## src/hdl/fhtc_consts.vh

```
// Constants for the floppy host transfer control block
`ifndef FHTC_CONSTS_VH
`define FHTC_CONSTS_VH
`define FHTC_CFG_IDENT_BIT 3
`define FHTC_CFG_ENC_BIT 2
`define FHTC_CFG_SINGLE_BIT 1
`define FHTC_CFG_RESET 8'h02
`define FHTC_FIFO_DEPTH 16
`define FHTC_PH_CMD 2'h0
`define FHTC_PH_EXEC 2'h1
`define FHTC_PH_RESULT 2'h2
`define FHTC_ST_INVALID 8'h80
`define FHTC_ST_ABNORMAL 8'h40
`define FHTC_ST_NORMAL 8'h00
`endif

```

## src/hdl/fhtc_fifo.v

```verilog
// Parameterised FIFO between host port and disk side
`timescale 1ns/1ps
module fhtc_fifo #(
  parameter WIDTH = 8,
  parameter DEPTH = 16,
  parameter AW = 4
) (
  input wire core_clk,
  input wire rst_n,
  input wire flush,
  input wire in_valid,
  output wire in_ready,
  input wire [WIDTH-1:0] in_data,
  output wire out_valid,
  input wire out_ready,
  output wire [WIDTH-1:0] out_data,
  output wire [AW:0] level
);
  reg [WIDTH-1:0] mem_ff [0:DEPTH-1];
  reg [AW-1:0] wr_ptr_ff;
  reg [AW-1:0] rd_ptr_ff;
  reg [AW:0] count_ff;
  wire push;
  wire pop;
  localparam [AW:0] FULL_CNT = DEPTH[AW:0];
  localparam [AW:0] LAST_CNT = FULL_CNT - 1'b1;
  localparam [AW-1:0] LAST_IDX = LAST_CNT[AW-1:0];
  assign in_ready = (count_ff != FULL_CNT);
  assign out_valid = (count_ff != {(AW+1){1'b0}});
  assign push = in_valid && in_ready;
  assign pop = out_valid && out_ready;
  assign out_data = mem_ff[rd_ptr_ff];
  assign level = count_ff;
  always @(posedge core_clk) begin
    if (push) begin
      mem_ff[wr_ptr_ff] <= in_data;
    end
  end
  always @(posedge core_clk or negedge rst_n) begin
    if (!rst_n) begin
      wr_ptr_ff <= {AW{1'b0}};
      rd_ptr_ff <= {AW{1'b0}};
      count_ff <= {(AW+1){1'b0}};
    end else if (flush) begin
      wr_ptr_ff <= {AW{1'b0}};
      rd_ptr_ff <= {AW{1'b0}};
      count_ff <= {(AW+1){1'b0}};
    end else begin
      if (push) begin
        wr_ptr_ff <= (wr_ptr_ff == LAST_IDX) ? {AW{1'b0}} : wr_ptr_ff + 1'b1;
      end
      if (pop) begin
        rd_ptr_ff <= (rd_ptr_ff == LAST_IDX) ? {AW{1'b0}} : rd_ptr_ff + 1'b1;
      end
      if (push && !pop) begin
        count_ff <= count_ff + 1'b1;
      end else if (pop && !push) begin
        count_ff <= count_ff - 1'b1;
      end
    end
  end
endmodule // fhtc_fifo

```

## src/hdl/fhtc_mode_dec.v

```verilog
// Compatibility mode decode from the configuration register
`timescale 1ns/1ps
`include "fhtc_consts.vh"
module fhtc_mode_dec (
  input wire [7:0] fdc_config_reg,
  input wire dma_enable_bit,
  output wire dma_allowed,
  output wire may_float,
  output wire tc_active_high,
  output wire dens_active_high,
  output wire burst_mode
);
  wire ident;
  wire enc;
  assign ident = fdc_config_reg[`FHTC_CFG_IDENT_BIT];
  assign enc = fdc_config_reg[`FHTC_CFG_ENC_BIT];
  // Second-style mode ignores the enable bit and always drives
  assign dma_allowed = (ident || !enc) ? dma_enable_bit : 1'b1;
  assign may_float = ident || !enc;
  assign tc_active_high = ident || !enc;
  assign dens_active_high = ident;
  assign burst_mode = !fdc_config_reg[`FHTC_CFG_SINGLE_BIT]; // [RULE_08]
endmodule // fhtc_mode_dec

```

## src/hdl/fhtc_top.v

```verilog
// Host transfer control of a floppy disk controller
`timescale 1ns/1ps
`include "fhtc_consts.vh"
// Notes on behaviour
// [RULE_01] Mode from identity and encoding bits
// [RULE_02] Identity high: enable honoured, floats, high
// [RULE_03] Encoding only: enable ignored, driven, low
// [RULE_04] Both low: enable honoured, density low
// [RULE_05] DMA request in transfers; ack opens FIFO
// [RULE_06] Verify pseudo reads in byte-mode reads
// [RULE_07] Single drops after ack; burst holds
// [RULE_08] Config bit 1 clear selects burst
// [RULE_09] Command phase after reset, ordered bytes
// [RULE_10] Host writes only when ready, direction out
// [RULE_11] Ready drops per write, rises per parameter
// [RULE_12] FIFO off after reset until configured
// [RULE_13] Threshold is field plus one
// [RULE_14] Polled reads: request at sixteen minus threshold
// [RULE_15] Polled writes: request until full, refill
// [RULE_16] DMA reads: request at level, drop empty
// [RULE_17] DMA writes: drop on acknowledged count
// [RULE_18] DMA controller writes with ack and strobe
// [RULE_19] Early stop finishes sector, abnormal status
// [RULE_20] Host tolerates lingering request after last
// [RULE_21] Interrupt marks result phase; read all
// [RULE_22] After last result: ready, out, not busy
// [RULE_23] Invalid first byte raises interrupt
module fhtc_top #(
  parameter PARAM_BYTES = 2,
  parameter RESULT_BYTES = 7,
  parameter SECTOR_BYTES = 512
) (
  input wire core_clk,
  input wire rst_n,
  input wire [7:0] fdc_config_reg,
  input wire dma_enable_bit,
  input wire fifo_enable,
  input wire [3:0] fifo_threshold_field,
  input wire host_wr,
  input wire host_rd,
  input wire [7:0] host_wdata,
  input wire cmd_valid,
  input wire cmd_is_read,
  input wire cmd_is_xfer,
  input wire dma_ack_n,
  input wire io_read_n,
  input wire io_write_n,
  input wire terminal_count,
  input wire host_stop,
  input wire disk_valid,
  input wire [7:0] disk_rdata,
  output wire disk_ready,
  input wire disk_take,
  output reg [7:0] disk_wdata,
  output reg disk_wvalid,
  output reg [7:0] host_rdata_ff,
  output reg request_for_master_ff,
  output reg transfer_direction_ff,
  output reg command_busy_ff,
  output reg disk_irq_out_ff,
  output reg disk_irq_oe_n_ff,
  output reg dma_request_out_ff,
  output reg dma_req_oe_n_ff,
  output reg tc_seen_ff,
  output reg density_select_ff,
  output reg [7:0] result_status_ff
);
  // ****************************************
  // Mode decode and FIFO
  // ****************************************
  wire dma_allowed;
  wire may_float;
  wire tc_high;
  wire dens_high;
  wire burst;
  wire [4:0] level;
  wire f_in_ready;
  wire f_out_valid;
  wire [7:0] f_out_data;
  reg [1:0] phase_ff;
  reg [2:0] pcnt_ff;
  reg [2:0] rcnt_ff;
  reg is_read_ff;
  reg fifo_on_ff;
  reg [9:0] sect_ff;
  reg last_ff;
  reg wr_refill_ff;
  reg flush_ff;
  reg rd_arm_ff;
  wire ack;
  wire tc_act;
  wire [4:0] thr;
  wire fifo_in_valid;
  wire fifo_out_ready;
  wire [7:0] fifo_in_data;
  wire dma_path;
  wire host_beat;
  function [4:0] thresh;
    input [3:0] field;
    begin
      thresh = {1'b0, field} + 5'h01; // [RULE_13]
    end
  endfunction
  fhtc_mode_dec u_mode (
    .fdc_config_reg(fdc_config_reg),
    .dma_enable_bit(dma_enable_bit),
    .dma_allowed(dma_allowed),
    .may_float(may_float),
    .tc_active_high(tc_high),
    .dens_active_high(dens_high),
    .burst_mode(burst)
  ); // [RULE_01]
  assign thr = fifo_on_ff ? thresh(fifo_threshold_field) : 5'h0F;
  assign ack = !dma_ack_n;
  // Count polarity follows mode
  assign tc_act = tc_high ? terminal_count : !terminal_count; // [RULE_02]
  assign dma_path = dma_allowed && (phase_ff == `FHTC_PH_EXEC);
  // Ack with the read or write strobe opens the FIFO, no address involved
  assign host_beat = dma_path ? (ack && (is_read_ff ? !io_read_n
    : !io_write_n)) : (is_read_ff ? host_rd : host_wr); // [RULE_05]
  assign fifo_in_valid = (phase_ff == `FHTC_PH_EXEC) &&
    (is_read_ff ? disk_valid : host_beat);
  assign fifo_in_data = is_read_ff ? disk_rdata : host_wdata;
  assign disk_ready = is_read_ff && f_in_ready &&
    (phase_ff == `FHTC_PH_EXEC);
  // Verify cycles: ack alone pops in byte-mode reads
  assign fifo_out_ready = (phase_ff == `FHTC_PH_EXEC) && (is_read_ff ?
    (host_beat || (dma_path && ack && !fifo_on_ff)) : disk_take); // [RULE_06]
  fhtc_fifo #(
    .WIDTH(8),
    .DEPTH(`FHTC_FIFO_DEPTH),
    .AW(4)
  ) u_fifo (
    .core_clk(core_clk),
    .rst_n(rst_n),
    .flush(flush_ff),
    .in_valid(fifo_in_valid),
    .in_ready(f_in_ready),
    .in_data(fifo_in_data),
    .out_valid(f_out_valid),
    .out_ready(fifo_out_ready),
    .out_data(f_out_data),
    .level(level)
  );
  // ****************************************
  // Service request logic
  // ****************************************
  reg nxt_req;
  always @* begin
    nxt_req = 1'b0;
    if (phase_ff == `FHTC_PH_EXEC) begin
      if (is_read_ff) begin
        // Read: fill level or sector tail
        // Once armed, service stays requested until the FIFO is empty
        nxt_req = ((level >= (5'h10 - thr)) || last_ff || rd_arm_ff) &&
          f_out_valid; // [RULE_14] [RULE_16]
      end else begin
        nxt_req = wr_refill_ff && !last_ff; // [RULE_15] [RULE_17]
      end
    end
  end
  // ****************************************
  // Phase sequencing
  // ****************************************
  always @(posedge core_clk or negedge rst_n) begin
    if (!rst_n) begin
      phase_ff <= `FHTC_PH_CMD; // [RULE_09]
      pcnt_ff <= 3'h0;
      rcnt_ff <= 3'h0;
      is_read_ff <= 1'b0;
      fifo_on_ff <= 1'b0;
      sect_ff <= 10'h000;
      last_ff <= 1'b0;
      wr_refill_ff <= 1'b0;
      flush_ff <= 1'b0;
      rd_arm_ff <= 1'b0;
      host_rdata_ff <= 8'h00;
      request_for_master_ff <= 1'b1;
      transfer_direction_ff <= 1'b0;
      command_busy_ff <= 1'b0;
      disk_irq_out_ff <= 1'b0;
      dma_request_out_ff <= 1'b0;
      tc_seen_ff <= 1'b0;
      result_status_ff <= `FHTC_ST_NORMAL;
      disk_wdata <= 8'h00;
      disk_wvalid <= 1'b0;
    end else begin
      flush_ff <= 1'b0;
      disk_wvalid <= !is_read_ff && disk_take && f_out_valid;
      disk_wdata <= f_out_data;
      case (phase_ff)
        `FHTC_PH_CMD: begin
          fifo_on_ff <= 1'b0; // [RULE_12]
          if (host_wr && request_for_master_ff) begin // [RULE_10]
            request_for_master_ff <= 1'b0; // [RULE_11]
            command_busy_ff <= 1'b1;
            if (pcnt_ff == 3'h0 && !cmd_valid) begin
              disk_irq_out_ff <= 1'b1; // [RULE_23]
              result_status_ff <= `FHTC_ST_INVALID;
              phase_ff <= `FHTC_PH_RESULT;
              rcnt_ff <= 3'h0;
            end else if (pcnt_ff == PARAM_BYTES[2:0]) begin
              pcnt_ff <= 3'h0;
              if (cmd_is_xfer) begin
                phase_ff <= `FHTC_PH_EXEC;
                fifo_on_ff <= fifo_enable;
                sect_ff <= 10'h000;
                last_ff <= 1'b0;
                tc_seen_ff <= 1'b0;
                wr_refill_ff <= 1'b1;
                rd_arm_ff <= 1'b0;
                result_status_ff <= `FHTC_ST_NORMAL;
              end else begin
                phase_ff <= `FHTC_PH_RESULT;
                disk_irq_out_ff <= 1'b1;
                // Drop status left over from an earlier command
                result_status_ff <= `FHTC_ST_NORMAL;
              end
            end else begin
              if (pcnt_ff == 3'h0) begin
                is_read_ff <= cmd_is_read;
              end
              pcnt_ff <= pcnt_ff + 3'h1;
            end
          end else if (command_busy_ff && !request_for_master_ff) begin
            request_for_master_ff <= 1'b1; // [RULE_11]
          end
        end
        `FHTC_PH_EXEC: begin
          transfer_direction_ff <= is_read_ff;
          if (host_beat) begin
            sect_ff <= sect_ff + 10'h001;
          end
          if (sect_ff == SECTOR_BYTES[9:0] - 10'h001 && host_beat) begin
            last_ff <= 1'b1;
          end
          if (tc_act && ack) begin
            last_ff <= 1'b1; // [RULE_17]
            tc_seen_ff <= 1'b1;
          end
          if (host_stop) begin
            last_ff <= 1'b1; // [RULE_19]
            result_status_ff <= `FHTC_ST_ABNORMAL;
          end
          if (!f_in_ready) begin
            wr_refill_ff <= 1'b0;
          end else if (level <= thr[4:0] && level != 5'h00 - 5'h00 &&
            !wr_refill_ff && (16 - level) >= thr) begin
            wr_refill_ff <= 1'b1;
          end
          // Polled mode echoes service need on ready and irq
          if (!dma_allowed) begin
            request_for_master_ff <= nxt_req; // [RULE_14] [RULE_15]
            disk_irq_out_ff <= nxt_req;
          end else begin
            request_for_master_ff <= 1'b0;
          end
          rd_arm_ff <= nxt_req; // [RULE_14]
          // After the polled echo, so the result irq wins
          // Read request lingers until FIFO drains; host copes
          if (last_ff && !f_out_valid) begin // [RULE_20]
            phase_ff <= `FHTC_PH_RESULT;
            disk_irq_out_ff <= 1'b1; // [RULE_21]
            rcnt_ff <= 3'h0;
            flush_ff <= 1'b1;
          end
          if (is_read_ff && host_beat) begin
            host_rdata_ff <= f_out_data;
          end
          // Single mode drops after each ack; burst holds
          if (dma_allowed && nxt_req && !(ack && !burst)) begin
            dma_request_out_ff <= !last_ff || is_read_ff; // [RULE_07]
          end else begin
            dma_request_out_ff <= 1'b0; // [RULE_16]
          end
        end
        `FHTC_PH_RESULT: begin
          dma_request_out_ff <= 1'b0;
          request_for_master_ff <= 1'b1;
          transfer_direction_ff <= 1'b1;
          if (host_rd) begin // [RULE_22]
            disk_irq_out_ff <= 1'b0;
            host_rdata_ff <= result_status_ff;
            if (rcnt_ff == RESULT_BYTES[2:0] - 3'h1) begin
              phase_ff <= `FHTC_PH_CMD;
              transfer_direction_ff <= 1'b0;
              command_busy_ff <= 1'b0; // [RULE_22]
              rcnt_ff <= 3'h0;
            end else begin
              rcnt_ff <= rcnt_ff + 3'h1;
            end
          end
        end
        default: begin
          phase_ff <= `FHTC_PH_CMD;
        end
      endcase
    end
  end
  // ****************************************
  // Pin drivers
  // ****************************************
  always @(posedge core_clk or negedge rst_n) begin
    if (!rst_n) begin
      disk_irq_oe_n_ff <= 1'b0;
      dma_req_oe_n_ff <= 1'b0;
      density_select_ff <= 1'b0;
    end else begin
      // Float only in modes that allow it, when disabled
      disk_irq_oe_n_ff <= may_float && !dma_allowed; // [RULE_02] [RULE_04]
      dma_req_oe_n_ff <= may_float && !dma_allowed; // [RULE_03]
      density_select_ff <= dens_high ? 1'b1 : 1'b0; // [RULE_04]
    end
  end
  // Config bit 1 drives burst choice in mode decode [RULE_08]
endmodule // fhtc_top

```

## config.mk

```make
export PLATFORM = sky130hd
export DESIGN_NAME = fhtc_top
export DESIGN_NICKNAME = d
export VERILOG_FILES = /design/src/hdl/fhtc_fifo.v /design/src/hdl/fhtc_mode_dec.v /design/src/hdl/fhtc_top.v
export VERILOG_INCLUDE_DIRS = /design/src /design/src/hdl
export SDC_FILE = /design/constraint.sdc
export NUM_CORES = 1
export LEC_CHECK = 0
export ABC_AREA = 1
export BUFFER_PORTS_ARGS = -buffer_cell sky130_fd_sc_hd__buf_2
export CORE_MARGIN = 5
export CORE_UTILIZATION = 54
export DETAILED_ROUTE_END_ITERATION = 6
export PLACE_DENSITY = 0.76
export SYNTH_ARGS = -nofsm -noshare
export SYNTH_HDL_FRONTEND = slang
export SYNTH_SLANG_ARGS = --single-unit
```

## constraint.sdc

```tcl
create_clock -name core_clk -period 2.8 [get_ports core_clk]
set_input_delay 0.14 -clock core_clk [delete_from_list [all_inputs] [get_ports core_clk]]
set_output_delay 0.14 -clock core_clk [all_outputs]
set_load 0.1 [all_outputs]
```

Word level (Yosys, flattened, before mapping). Memories as Yosys holds them, arrays and structs flattened. Index checks and enable logic that the tools add are counted.

Register bits: 70. RAM bits: 128. Bits of input ports: 44. Output and inout port bits: 35. Logic and storage cells: 239. Memories: 1.

Add/subtract/negate cells: 10. Order comparisons: 3. Equality and inequality tests: 26. Multiplexer cells: 97. Bitwise operators: 2. Reduce and logical (&&, ||, !) cells: 75.

Memories: u_fifo.mem_ff (words 16, bits a word 8, read ports 1, clocked after Yosys merged registers in 0, wr ports 1, line fhtc_fifo.v:19) `reg [WIDTH-1:0] mem_ff [0:DEPTH-1];`.

Operators with widths (number): $mux 8 (7); $mux 10 (5); $mux 1 (48); $ge 32x5->1 (1); $pmux 8 s2 (2); $logic_and 1x1->1 (30); $reduce_and 6->1 (5); $mux 4 (6); $mux 5 (4); $pmux 10 s2 (1); $reduce_and 5->1 (4); $mux 3 (6); $ne 2x2->1 const B (9); $logic_not 1->1 (16); $mux 2 (7); $pmux 1 s2 (7); $add 10x1->10 const B (1); $eq 10x9->1 const B (1); $reduce_bool 2->1 (5); $ne 3x3->1 const B (3); $pmux 3 s3 (1); $add 4x1->4 const B (2); $eq 4x4->1 const B (2); $reduce_and 4->1 (2); other kinds (26) (38).

Depth between registers and ports, before layout. Gate-level depths: netlist (run 1).

Word-level depth: 14. Mapped depth: 20. Depth with buffers taken out: 20.

Cells and area by module. From an unflattened synthesis (run 1), not the netlist that was laid out.

Cell total of the unflattened synthesis: 1069. Area, all modules: 9689.3 um^2.

Modules (own cells, without submodules): fhtc_fifo (times used 1, cells an instance 635, area each 6376.1 um^2, sequential area each 4169.0 um^2); fhtc_top (times used 1, cells an instance 427, area each 3274.4 um^2, sequential area each 1277.5 um^2); fhtc_mode_dec (times used 1, cells an instance 7, area each 38.8 um^2, sequential area each 0.0 um^2).

Least setup slack after synthesis (run 1). Ideal clock, no wire load.

Path type: flip-flop to flip-flop. Start point: reg u_fifo.count_ff[1], in the netlist u_fifo.level[1]. End point: reg u_fifo.count_ff[4], in the netlist u_fifo.level[4]. Library setup time: 117 ps. Data arrival time: 2529 ps. Required time: 2683 ps. Path slack: 154 ps. Cell stages (with the launch flop): 18. Path buffers: 0. Clock period less this slack: 2646 ps. Path through: dfrtp_1 > inv_1 > ha_1 > nand2_1 > nor2_1 > ha_1 > nor2_1 > nand2_4 > nand2_4 > inv_1 > fa_1 > nor2_1 > o21ai_0 > and2_0 > inv_1 > nand3_1 > nand3_1 > nand2_1.

Word-level cells in the longest chain between the ends: 6. Elaborated cells on any way between the ends: 14. Those cells by class: 2 x add/sub; 1 x eq/ne; 3 x mux; 8 x reduce/logical.

Ends and longest elaborated chain: from (decl) (line fhtc_fifo.v:22) `reg [AW:0] count_ff;`; from (signal assigned) (line fhtc_fifo.v:43) `count_ff <= {(AW+1){1'b0}};`; from (signal assigned) (line fhtc_fifo.v:47) `count_ff <= {(AW+1){1'b0}};`; from (signal assigned) (line fhtc_fifo.v:56) `count_ff <= count_ff + 1'b1;`; parallel branches: the longest is 6 deep, another holds $sub 5x1->5.

Parallel ways; which one is timed is not known. The select of a mux whose other input is x is not followed. A chain may end at the register's enable or synchronous reset.

Worst setup path in the final report (run 1).
Start point: reg u_fifo.count_ff[0], in the netlist u_fifo.level[0]. End point: reg u_fifo.count_ff[4], in the netlist u_fifo.level[4].

Same word-level chain as after synthesis.

==> metrics.txt, run 1 <==
Worst Setup SP u_fifo.level[0]$_DFFE_PN0P_; top cell type's share of synthesized area 0.420; drc violations 0; Detailed Route WL 21800 um; clock latency on the worst-skew pair 0.44 ns; post-synthesis cell type count 52; Peak supply drop ~0.99 mV; Critical Path Most Common Cell inv_1; #FFs+latches synth roughly 190; FFs w/ async S/R, synth 0.333; static leakage roughly 0.0045 uW; period utilization 0.934; Crit-path slowest cell dfrtp_1; Worst setup EP type flip-flop; P&R area growth vs syn 16.2%; Post-Syn Area around 9200 um^2; Worst Path Required 3.13 ns; Avg Inst Size Synth 9.99 um^2; total number of vias 7050; Final #Nets approximately 1.1k; Worst EP arrival 2.94 ns; root buffer cell clkbuf_16; critical path fanouts, max 9; Final ANT Viol Nets 0; Clock power frac 0.194; Setup Total Neg Slack 0 ns; initial core utilization 0.552; Max Slew Vio Count 0; WS Path Type flip-flop to flip-flop; cells on worst reg2reg path 20; total CTS buffers 17; clock buffer depth 2; Clock Sinks between 150 and 200; reg2reg setup slack 0.19 ns; Pre-antenna DRT Iters 5; I/O pin count 79; Finish-stage setup viols 0; Max Cap Viol 0; minimum clock period between 2 and 3 ns; Net Sw Frac 0.471; die area 19700 um^2; worst setup path end u_fifo.level[4]$_DFFE_PN0P_; final core occ 0.642; PortBufs 67; Logic pwr share 0.478; row cnt 47; Pint 6620 uW; WHS Path Cells 4; Die Ht ~140 um; initial antenna violation count 0; hpwl dp 15300 um; CTS clk-pin slew, worst paths 0.08 ns; sw power 5890 uW; sequential power share 0.327; Clock Skews 0.0130 ns; synth top area cells edfxtp_1, dfrtp_1, nand2_1; placed cell areas 9920 um^2; gr usage total 0.224; Final Hold Viols 0; crit-path max cell delay ~0.41 ns; predominant post-synthesis flop cell edfxtp_1; Inserted Diodes 0; first-pass GRT wire length 35200 um; die span in x around 140 um; largest net degree at the start of global routing 40; slew margin rel. 0.366; startpoint types flip-flop; TritonCTS clock tree built; reg2reg start u_fifo.level[0]$_DFFE_PN0P_; cells along the critical path inv_2 > ha_2 > nand2_1 > nor2_2 > ha_2 > nor2_1 > inv_1 > nor2_1 > nand2_2 > inv_4 > nand2_8 > inv_1 > fa_2 > nor2_2 > o21ai_0 > and2_0 > inv_1 > nand3_1 > nand3_1 > nand2_1; core area 16600 um^2; share of layout cells above drive strength 1 0.180; Avg WL per Cell 17.3 um; Syn Inst Count 917; vias in the first global route 6946; register area share after synthesis 0.595; Peak Freq 0.383 GHz; gpl congestion 0.907; final instance area 10600 um^2; power density over cell area 1170 nW/um^2; Worst R2R End u_fifo.level[4]$_DFFE_PN0P_; EDFF count, synth 128; gr ovfl total 0; worst hold path class primary input to flip-flop; Iter 0 DRT Violations about 500; Slew @ Worst Pin about 0.95 ns; Via density 5.60; Syn. warnings 0; outcome complete, no violations; CTS H-tree lvls 4; Synth area leader edfxtp_1
[critical path, delay by kind of cell (launching register included)]
kind | cells | cell delay, ns
compound gates | 1 | 0.07
fa+ha+maj | 3 | 0.72
buf+inv | 5 | 0.32
flops | 1 | 0.41
simple gates | 11 | 0.99
[synthesized netlist by cell type (2+ instances only)]
master     instances
nand2_1          199
edfxtp_1         128
nor2_1           103
inv_1             76
dfrtp_1           63
o21ai_0           61
nand3_1           48
a21oi_1           47
ha_1              31
buf_2             14
nand4_1           13
clkbuf_1          12
o211ai_1          11
nor3_1            10
buf_4              9
o21ai_1            7
o311ai_0           7
o22ai_1            6
nand2_2            5
nand2_4            5
o2111ai_1          5
o221ai_1           5
xor2_1             5
or2_2              4
xnor2_1            4
a31oi_1            3
o21a_1             3
o31ai_1            3
a41oi_1            2
buf_6              2
inv_2              2
inv_4              2
nand3_2            2
nor4_1             2
[kinds of logic after synthesis]
| logic type | after synthesis | synth area share |
|---|---|---|
| XOR/XNOR | 9 | 0.00861 |
| flip-flops | 192 | 0.595 |
| adder cells (fa/ha/maj) | 32 | 0.0445 |
| other | 1 | 0.000409 |
| AND/OR/NAND/NOR | 397 | 0.186 |
| AO/OA/AOI/OAI | 167 | 0.109 |
| buffers and inverters | 119 | 0.0571 |
[per-layer routing]
metal  track usage  vias to the layer above  share of wire
li1              -                     3371              -
met1         0.292                     3323           0.41
met2         0.370                      292           0.49
met3        0.0395                       64          0.064
met4        0.0979                        0          0.037
met5             0                        -              0
[cells in the final DEF (no fill, tap or decap), drive strengths merged, types with 6 or more instances in the layout]
master,netlist,final
clkbuf,12,19
o21ai,70,70
edfxtp,128,128
nand2,209,209
nor3,11,11
o22ai,6,6
nor2,105,105
o211ai,11,11
ha,31,31
dfrtp,63,63
nand3,50,50
inv,80,89
a21oi,48,48
conb,1,6
buf,25,117
o311ai,7,7
nand4,13,13
[worst min path at each step]
stage / startpoint / endpoint
after floorplan: rst_n / command_busy_ff$_DFFE_PN0P_
after global placement: fdc_config_reg[3] / density_select_ff$_DFF_PN0_
after detailed placement: fdc_config_reg[3] / density_select_ff$_DFF_PN0_
after CTS: fdc_config_reg[1] / dma_request_out_ff$_DFFE_PN0N_
after global routing: fdc_config_reg[1] / dma_request_out_ff$_DFFE_PN0N_
final: fdc_config_reg[1] / dma_request_out_ff$_DFFE_PN0N_
[flip-flops by register name (all words and copies together), names as in the netlist, 2 cells and up]
| signal | count |
|---|---|
| u_fifo.rd_ptr_ff | 4 |
| rcnt_ff | 3 |
| disk_wdata | 8 |
| phase_ff | 2 |
| result_status_ff | 2 |
| pcnt_ff | 3 |
| u_fifo.mem_ff | 128 |
| u_fifo.wr_ptr_ff | 4 |
| u_fifo.level | 5 |
| sect_ff | 10 |
| host_rdata_ff | 8 |
[power by group through the flow]
stage	sequential (uW)	clock (uW)	combinational, uW
final	4090	2430	5980
after CTS	4080	2460	5890
after floorplan	5180	0	3250
after detailed placement	4140	0	5840
after global placement	4120	0	5720
after global routing	4150	2590	6540
[per-stage QoR]
stage / total power (uW) / instances / hold WS, ns / worst slack, ns
after detailed placement: 9980 / 1217 / 0.268 / 0.0309
final: 12500 / 1259 / 0.0422 / 0.186
after global routing: 13300 / 1259 / 0.0890 / -0.0378
after global placement: 9840 / 1217 / 0.261 / 0.111
after floorplan: 8430 / 922 / -0.156 / 0.154
after CTS: 12400 / 1254 / 0.0355 / 0.00295
[cell type report]
class	instances	area, um^2
Clock buffer	19	464
Clock inverter	13	136
Fill cell	1263	5940
Inverter	82	318
Multi-Input combinational cell	611	3240
Sequential cell	192	5450
Tap cell	220	275
Timing Repair Buffer	122	761
[repair_timing]
item,in CTS,in global routing
gates resized for setup,0,10
endpoints found under the hold margin,40,0
buffers inserted,0,5
setup endpoints to repair,0,3
hold buffers,5,0
(Power assumes the default switching activity.)
==> run 2: changes to the inputs <==
--- a/config.mk
+++ b/config.mk
@@ -7,7 +7,7 @@
 export NUM_CORES = 1
 export LEC_CHECK = 0
 export ABC_AREA = 1
-export BUFFER_PORTS_ARGS = -buffer_cell sky130_fd_sc_hd__buf_2
+export BUFFER_PORTS_ARGS = -buffer_cell sky130_fd_sc_hd__buf_4
 export CORE_MARGIN = 5
 export CORE_UTILIZATION = 54
 export DETAILED_ROUTE_END_ITERATION = 6
==> run 2 against run 1 <==
Compared with the run above: combinational power is 1% higher; core utilization is 0.85 points higher; sequential cell count stayed put.
==> metrics.txt, run 2 (synthesized netlist as in run 1, its figures left out) <==
static leakage 0.00454 uW (was 0.00450 uW); clock latency on the worst-skew pair 0.43 ns (was 0.44 ns); vias in the first global route 6823 (was 6946); Finish-stage setup viols 0 (unchanged); drc violations 0 (unchanged); Net Sw Frac 0.461 (was 0.471); initial antenna violation count 0 (unchanged); outcome complete, no violations (unchanged); CTS clk-pin slew, worst paths 0.07 ns (was 0.08 ns); critical path fanouts, max 9 (unchanged); Avg WL per Cell 17.1 um (was 17.3 um); gr ovfl total 0 (unchanged); P&R area growth vs syn 17.7% (was 16.2%); power density over cell area 1170 nW/um^2 (about the same); slew margin rel. 0.439 (was 0.366); total CTS buffers 17 (unchanged); final core occ 0.650 (was 0.642); Peak Freq 0.376 GHz (was 0.383 GHz); TritonCTS clock tree built (unchanged); sw power 5830 uW (was 5890 uW); reg2reg start u_fifo.level[0]$_DFFE_PN0P_ (unchanged); WHS Path Cells 4 (unchanged); share of layout cells above drive strength 1 0.175 (was 0.180); total number of vias 6957 (was 7050); Logic pwr share 0.478 (about the same); Detailed Route WL 21500 um (was 21800 um); WS Path Type flip-flop to flip-flop (unchanged); gr usage total 0.223 (was 0.224); hpwl dp 14800 um (was 15300 um); Die Ht 140 um (unchanged); PortBufs 67 (unchanged); largest net degree at the start of global routing 65 (was 40); Iter 0 DRT Violations 491 (was 497); Worst Path Required 3.12 ns (was 3.13 ns); worst setup margin 0.141 ns (was 0.186 ns); biggest registers after layout u_fifo.mem_ff: 128 flops, sect_ff: 10 flops (unchanged); period utilization 0.950 (was 0.934); Worst setup EP type flip-flop (unchanged); max reg flops 128 (unchanged); worst slack, placed 0.0494 ns (was 0.0309 ns); I/O pin count 79 (unchanged); Slew @ Worst Pin 0.841 ns (was 0.950 ns); Final #Nets 1099 (was 1102); Max Cap Viol 0 (unchanged); Fillers 1280 (was 1263); Via density 5.54 (was 5.60); cells on worst reg2reg path 20 (unchanged); Worst R2R End u_fifo.level[4]$_DFFE_PN0P_ (unchanged); clock buffer depth 2 (unchanged); Inserted Diodes 0 (unchanged); sequential power share 0.328 (was 0.327); row cnt 47 (unchanged); Worst EP arrival 2.98 ns (was 2.94 ns); CTS H-tree lvls 4 (unchanged); Max Slew Vio Count 0 (unchanged); reg2reg setup slack 0.14 ns (was 0.19 ns); Pre-antenna DRT Iters 5 (unchanged); most common library cell in the layout ignoring fill and taps nand2_1 (unchanged); Clock power frac 0.195 (was 0.194); Pint 6810 uW (was 6620 uW); Final Total Pwr 12600 uW (was 12500 uW); hold worst-path end dma_request_out_ff$_DFFE_PN0N_ (unchanged); first-pass GRT wire length 34900 um (was 35200 um); startpoint types flip-flop (unchanged); most frequent cells in the layout nand2_1, edfxtp_1, buf_4 (was nand2_1, edfxtp_1, nor2_1); initial core utilization 0.552 (unchanged); die area 19700 um^2 (unchanged); start point of the worst min-delay path fdc_config_reg[1] (unchanged); Peak supply drop 0.791 mV (was 0.990 mV); Clock Skews 0.0120 ns (was 0.0130 ns); Clock Sinks 192 (unchanged); root buffer cell clkbuf_16 (unchanged); gpl congestion 0.903 (was 0.907); worst hold path class primary input to flip-flop (unchanged); Final Hold Viols 0 (unchanged); die span in x 140 um (unchanged); core area 16600 um^2 (unchanged); minimum clock period 2.66 ns (was 2.61 ns); Final ANT Viol Nets 0 (unchanged); Reg with most FFs u_fifo.mem_ff (unchanged)
-- run 2: cell count changes in the layout (fill, tap and decap cells not counted), moves of 2 or more --
| cell | change |
|---|---|
| buf_2 | -67 |
| buf_4 | +64 |
| bufinv_16 | +2 |
| inv_6 | +3 |
| inv_8 | -4 |
-- run 2: timing repair --
item / CTS / global route
resized for setup: 1 / 8
endpoints found under the hold margin: 67 / 0
setup endpoints to repair: 1 / 2
setup buffers: 0 / 5
hold buffers: 5 / 0
pin swaps: 0 / 5
-- run 2: final cells by class --
| class | count | area [um^2] | area share |
|---|---|---|---|
| Sequential cell | 192 | 5450 | 0.505 |
| Multi-Input combinational cell | 611 | 3240 | 0.300 |
| Timing Repair Buffer | 119 | 906 | 0.0840 |
| Clock buffer | 18 | 429 | 0.0398 |
| Inverter | 82 | 318 | 0.0295 |
| Tap cell | 220 | 275 | 0.0255 |
| Clock inverter | 14 | 169 | 0.0157 |
-- run 2: critical path, cell delays in order, from the launching register on --
cell,delay [ns]
dfrtp_1,0.40
inv_1,0.08
ha_2,0.19
nand2_1,0.07
nor2_2,0.13
ha_2,0.19
nor2_1,0.05
inv_1,0.07
nor2_1,0.05
nand2_2,0.11
inv_4,0.06
nand2_8,0.10
inv_1,0.05
fa_1,0.40
nor2_2,0.12
o21ai_0,0.09
and2_1,0.15
inv_1,0.05
nand3_1,0.06
nand3_1,0.08
nand2_1,0.05
-- run 2: worst max-delay path by stage --
| stage | end | slack [ns] | startpoint | cells past startpoint |
|---|---|---|---|---|
| 2_1_floorplan | u_fifo.level[4]$_DFFE_PN0P_ | 0.15 | u_fifo.level[1]$_DFFE_PN0P_ | 17 |
| 3_3_place_gp | u_fifo.level[4]$_DFFE_PN0P_ | 0.1 | phase_ff[1]$_DFFE_PN0P_ | 19 |
| 4_1_cts | u_fifo.level[4]$_DFFE_PN0P_ | 0.04 | phase_ff[1]$_DFFE_PN0P_ | 19 |
| 6_report | u_fifo.level[4]$_DFFE_PN0P_ | 0.14 | u_fifo.level[0]$_DFFE_PN0P_ | 20 |
| 5_1_grt | u_fifo.level[4]$_DFFE_PN0P_ | -0.05 | u_fifo.level[0]$_DFFE_PN0P_ | 20 |
| 3_5_place_dp | u_fifo.level[4]$_DFFE_PN0P_ | 0.05 | phase_ff[1]$_DFFE_PN0P_ | 19 |
-- run 2: power groups by stage --
| stage | logic, uW | registers (uW) | clock network [uW] |
|---|---|---|---|
| 2_1_floorplan | 3250 | 5180 | 0 |
| 6_report | 6040 | 4140 | 2460 |
| 3_5_place_dp | 5880 | 4180 | 0 |
| 3_3_place_gp | 5770 | 4170 | 0 |
| 4_1_cts | 5940 | 4130 | 2480 |
| 5_1_grt | 6610 | 4210 | 2630 |
-- run 2: through the flow --
step | TNS [ns] | instance area (um^2) | cells | hold WS [ns]
CTS | 0 | 10700 | 1251 | 0.0359
global route | -0.0527 | 10800 | 1256 | 0.0527
global placement | 0 | 10100 | 1214 | 0.258
finish | 0 | 10800 | 1256 | 0.0487
floorplan | 0 | 9180 | 922 | -0.156
detailed placement | 0 | 10100 | 1214 | 0.260
-- run 2: layer usage --
metal  part of all wire  vias up  global-route usage
met5                  0        -                   0
li1                   -     3354                   -
met4              0.018        0              0.0658
met1               0.43     3349               0.303
met3              0.058       31              0.0446
met2               0.49      223               0.366
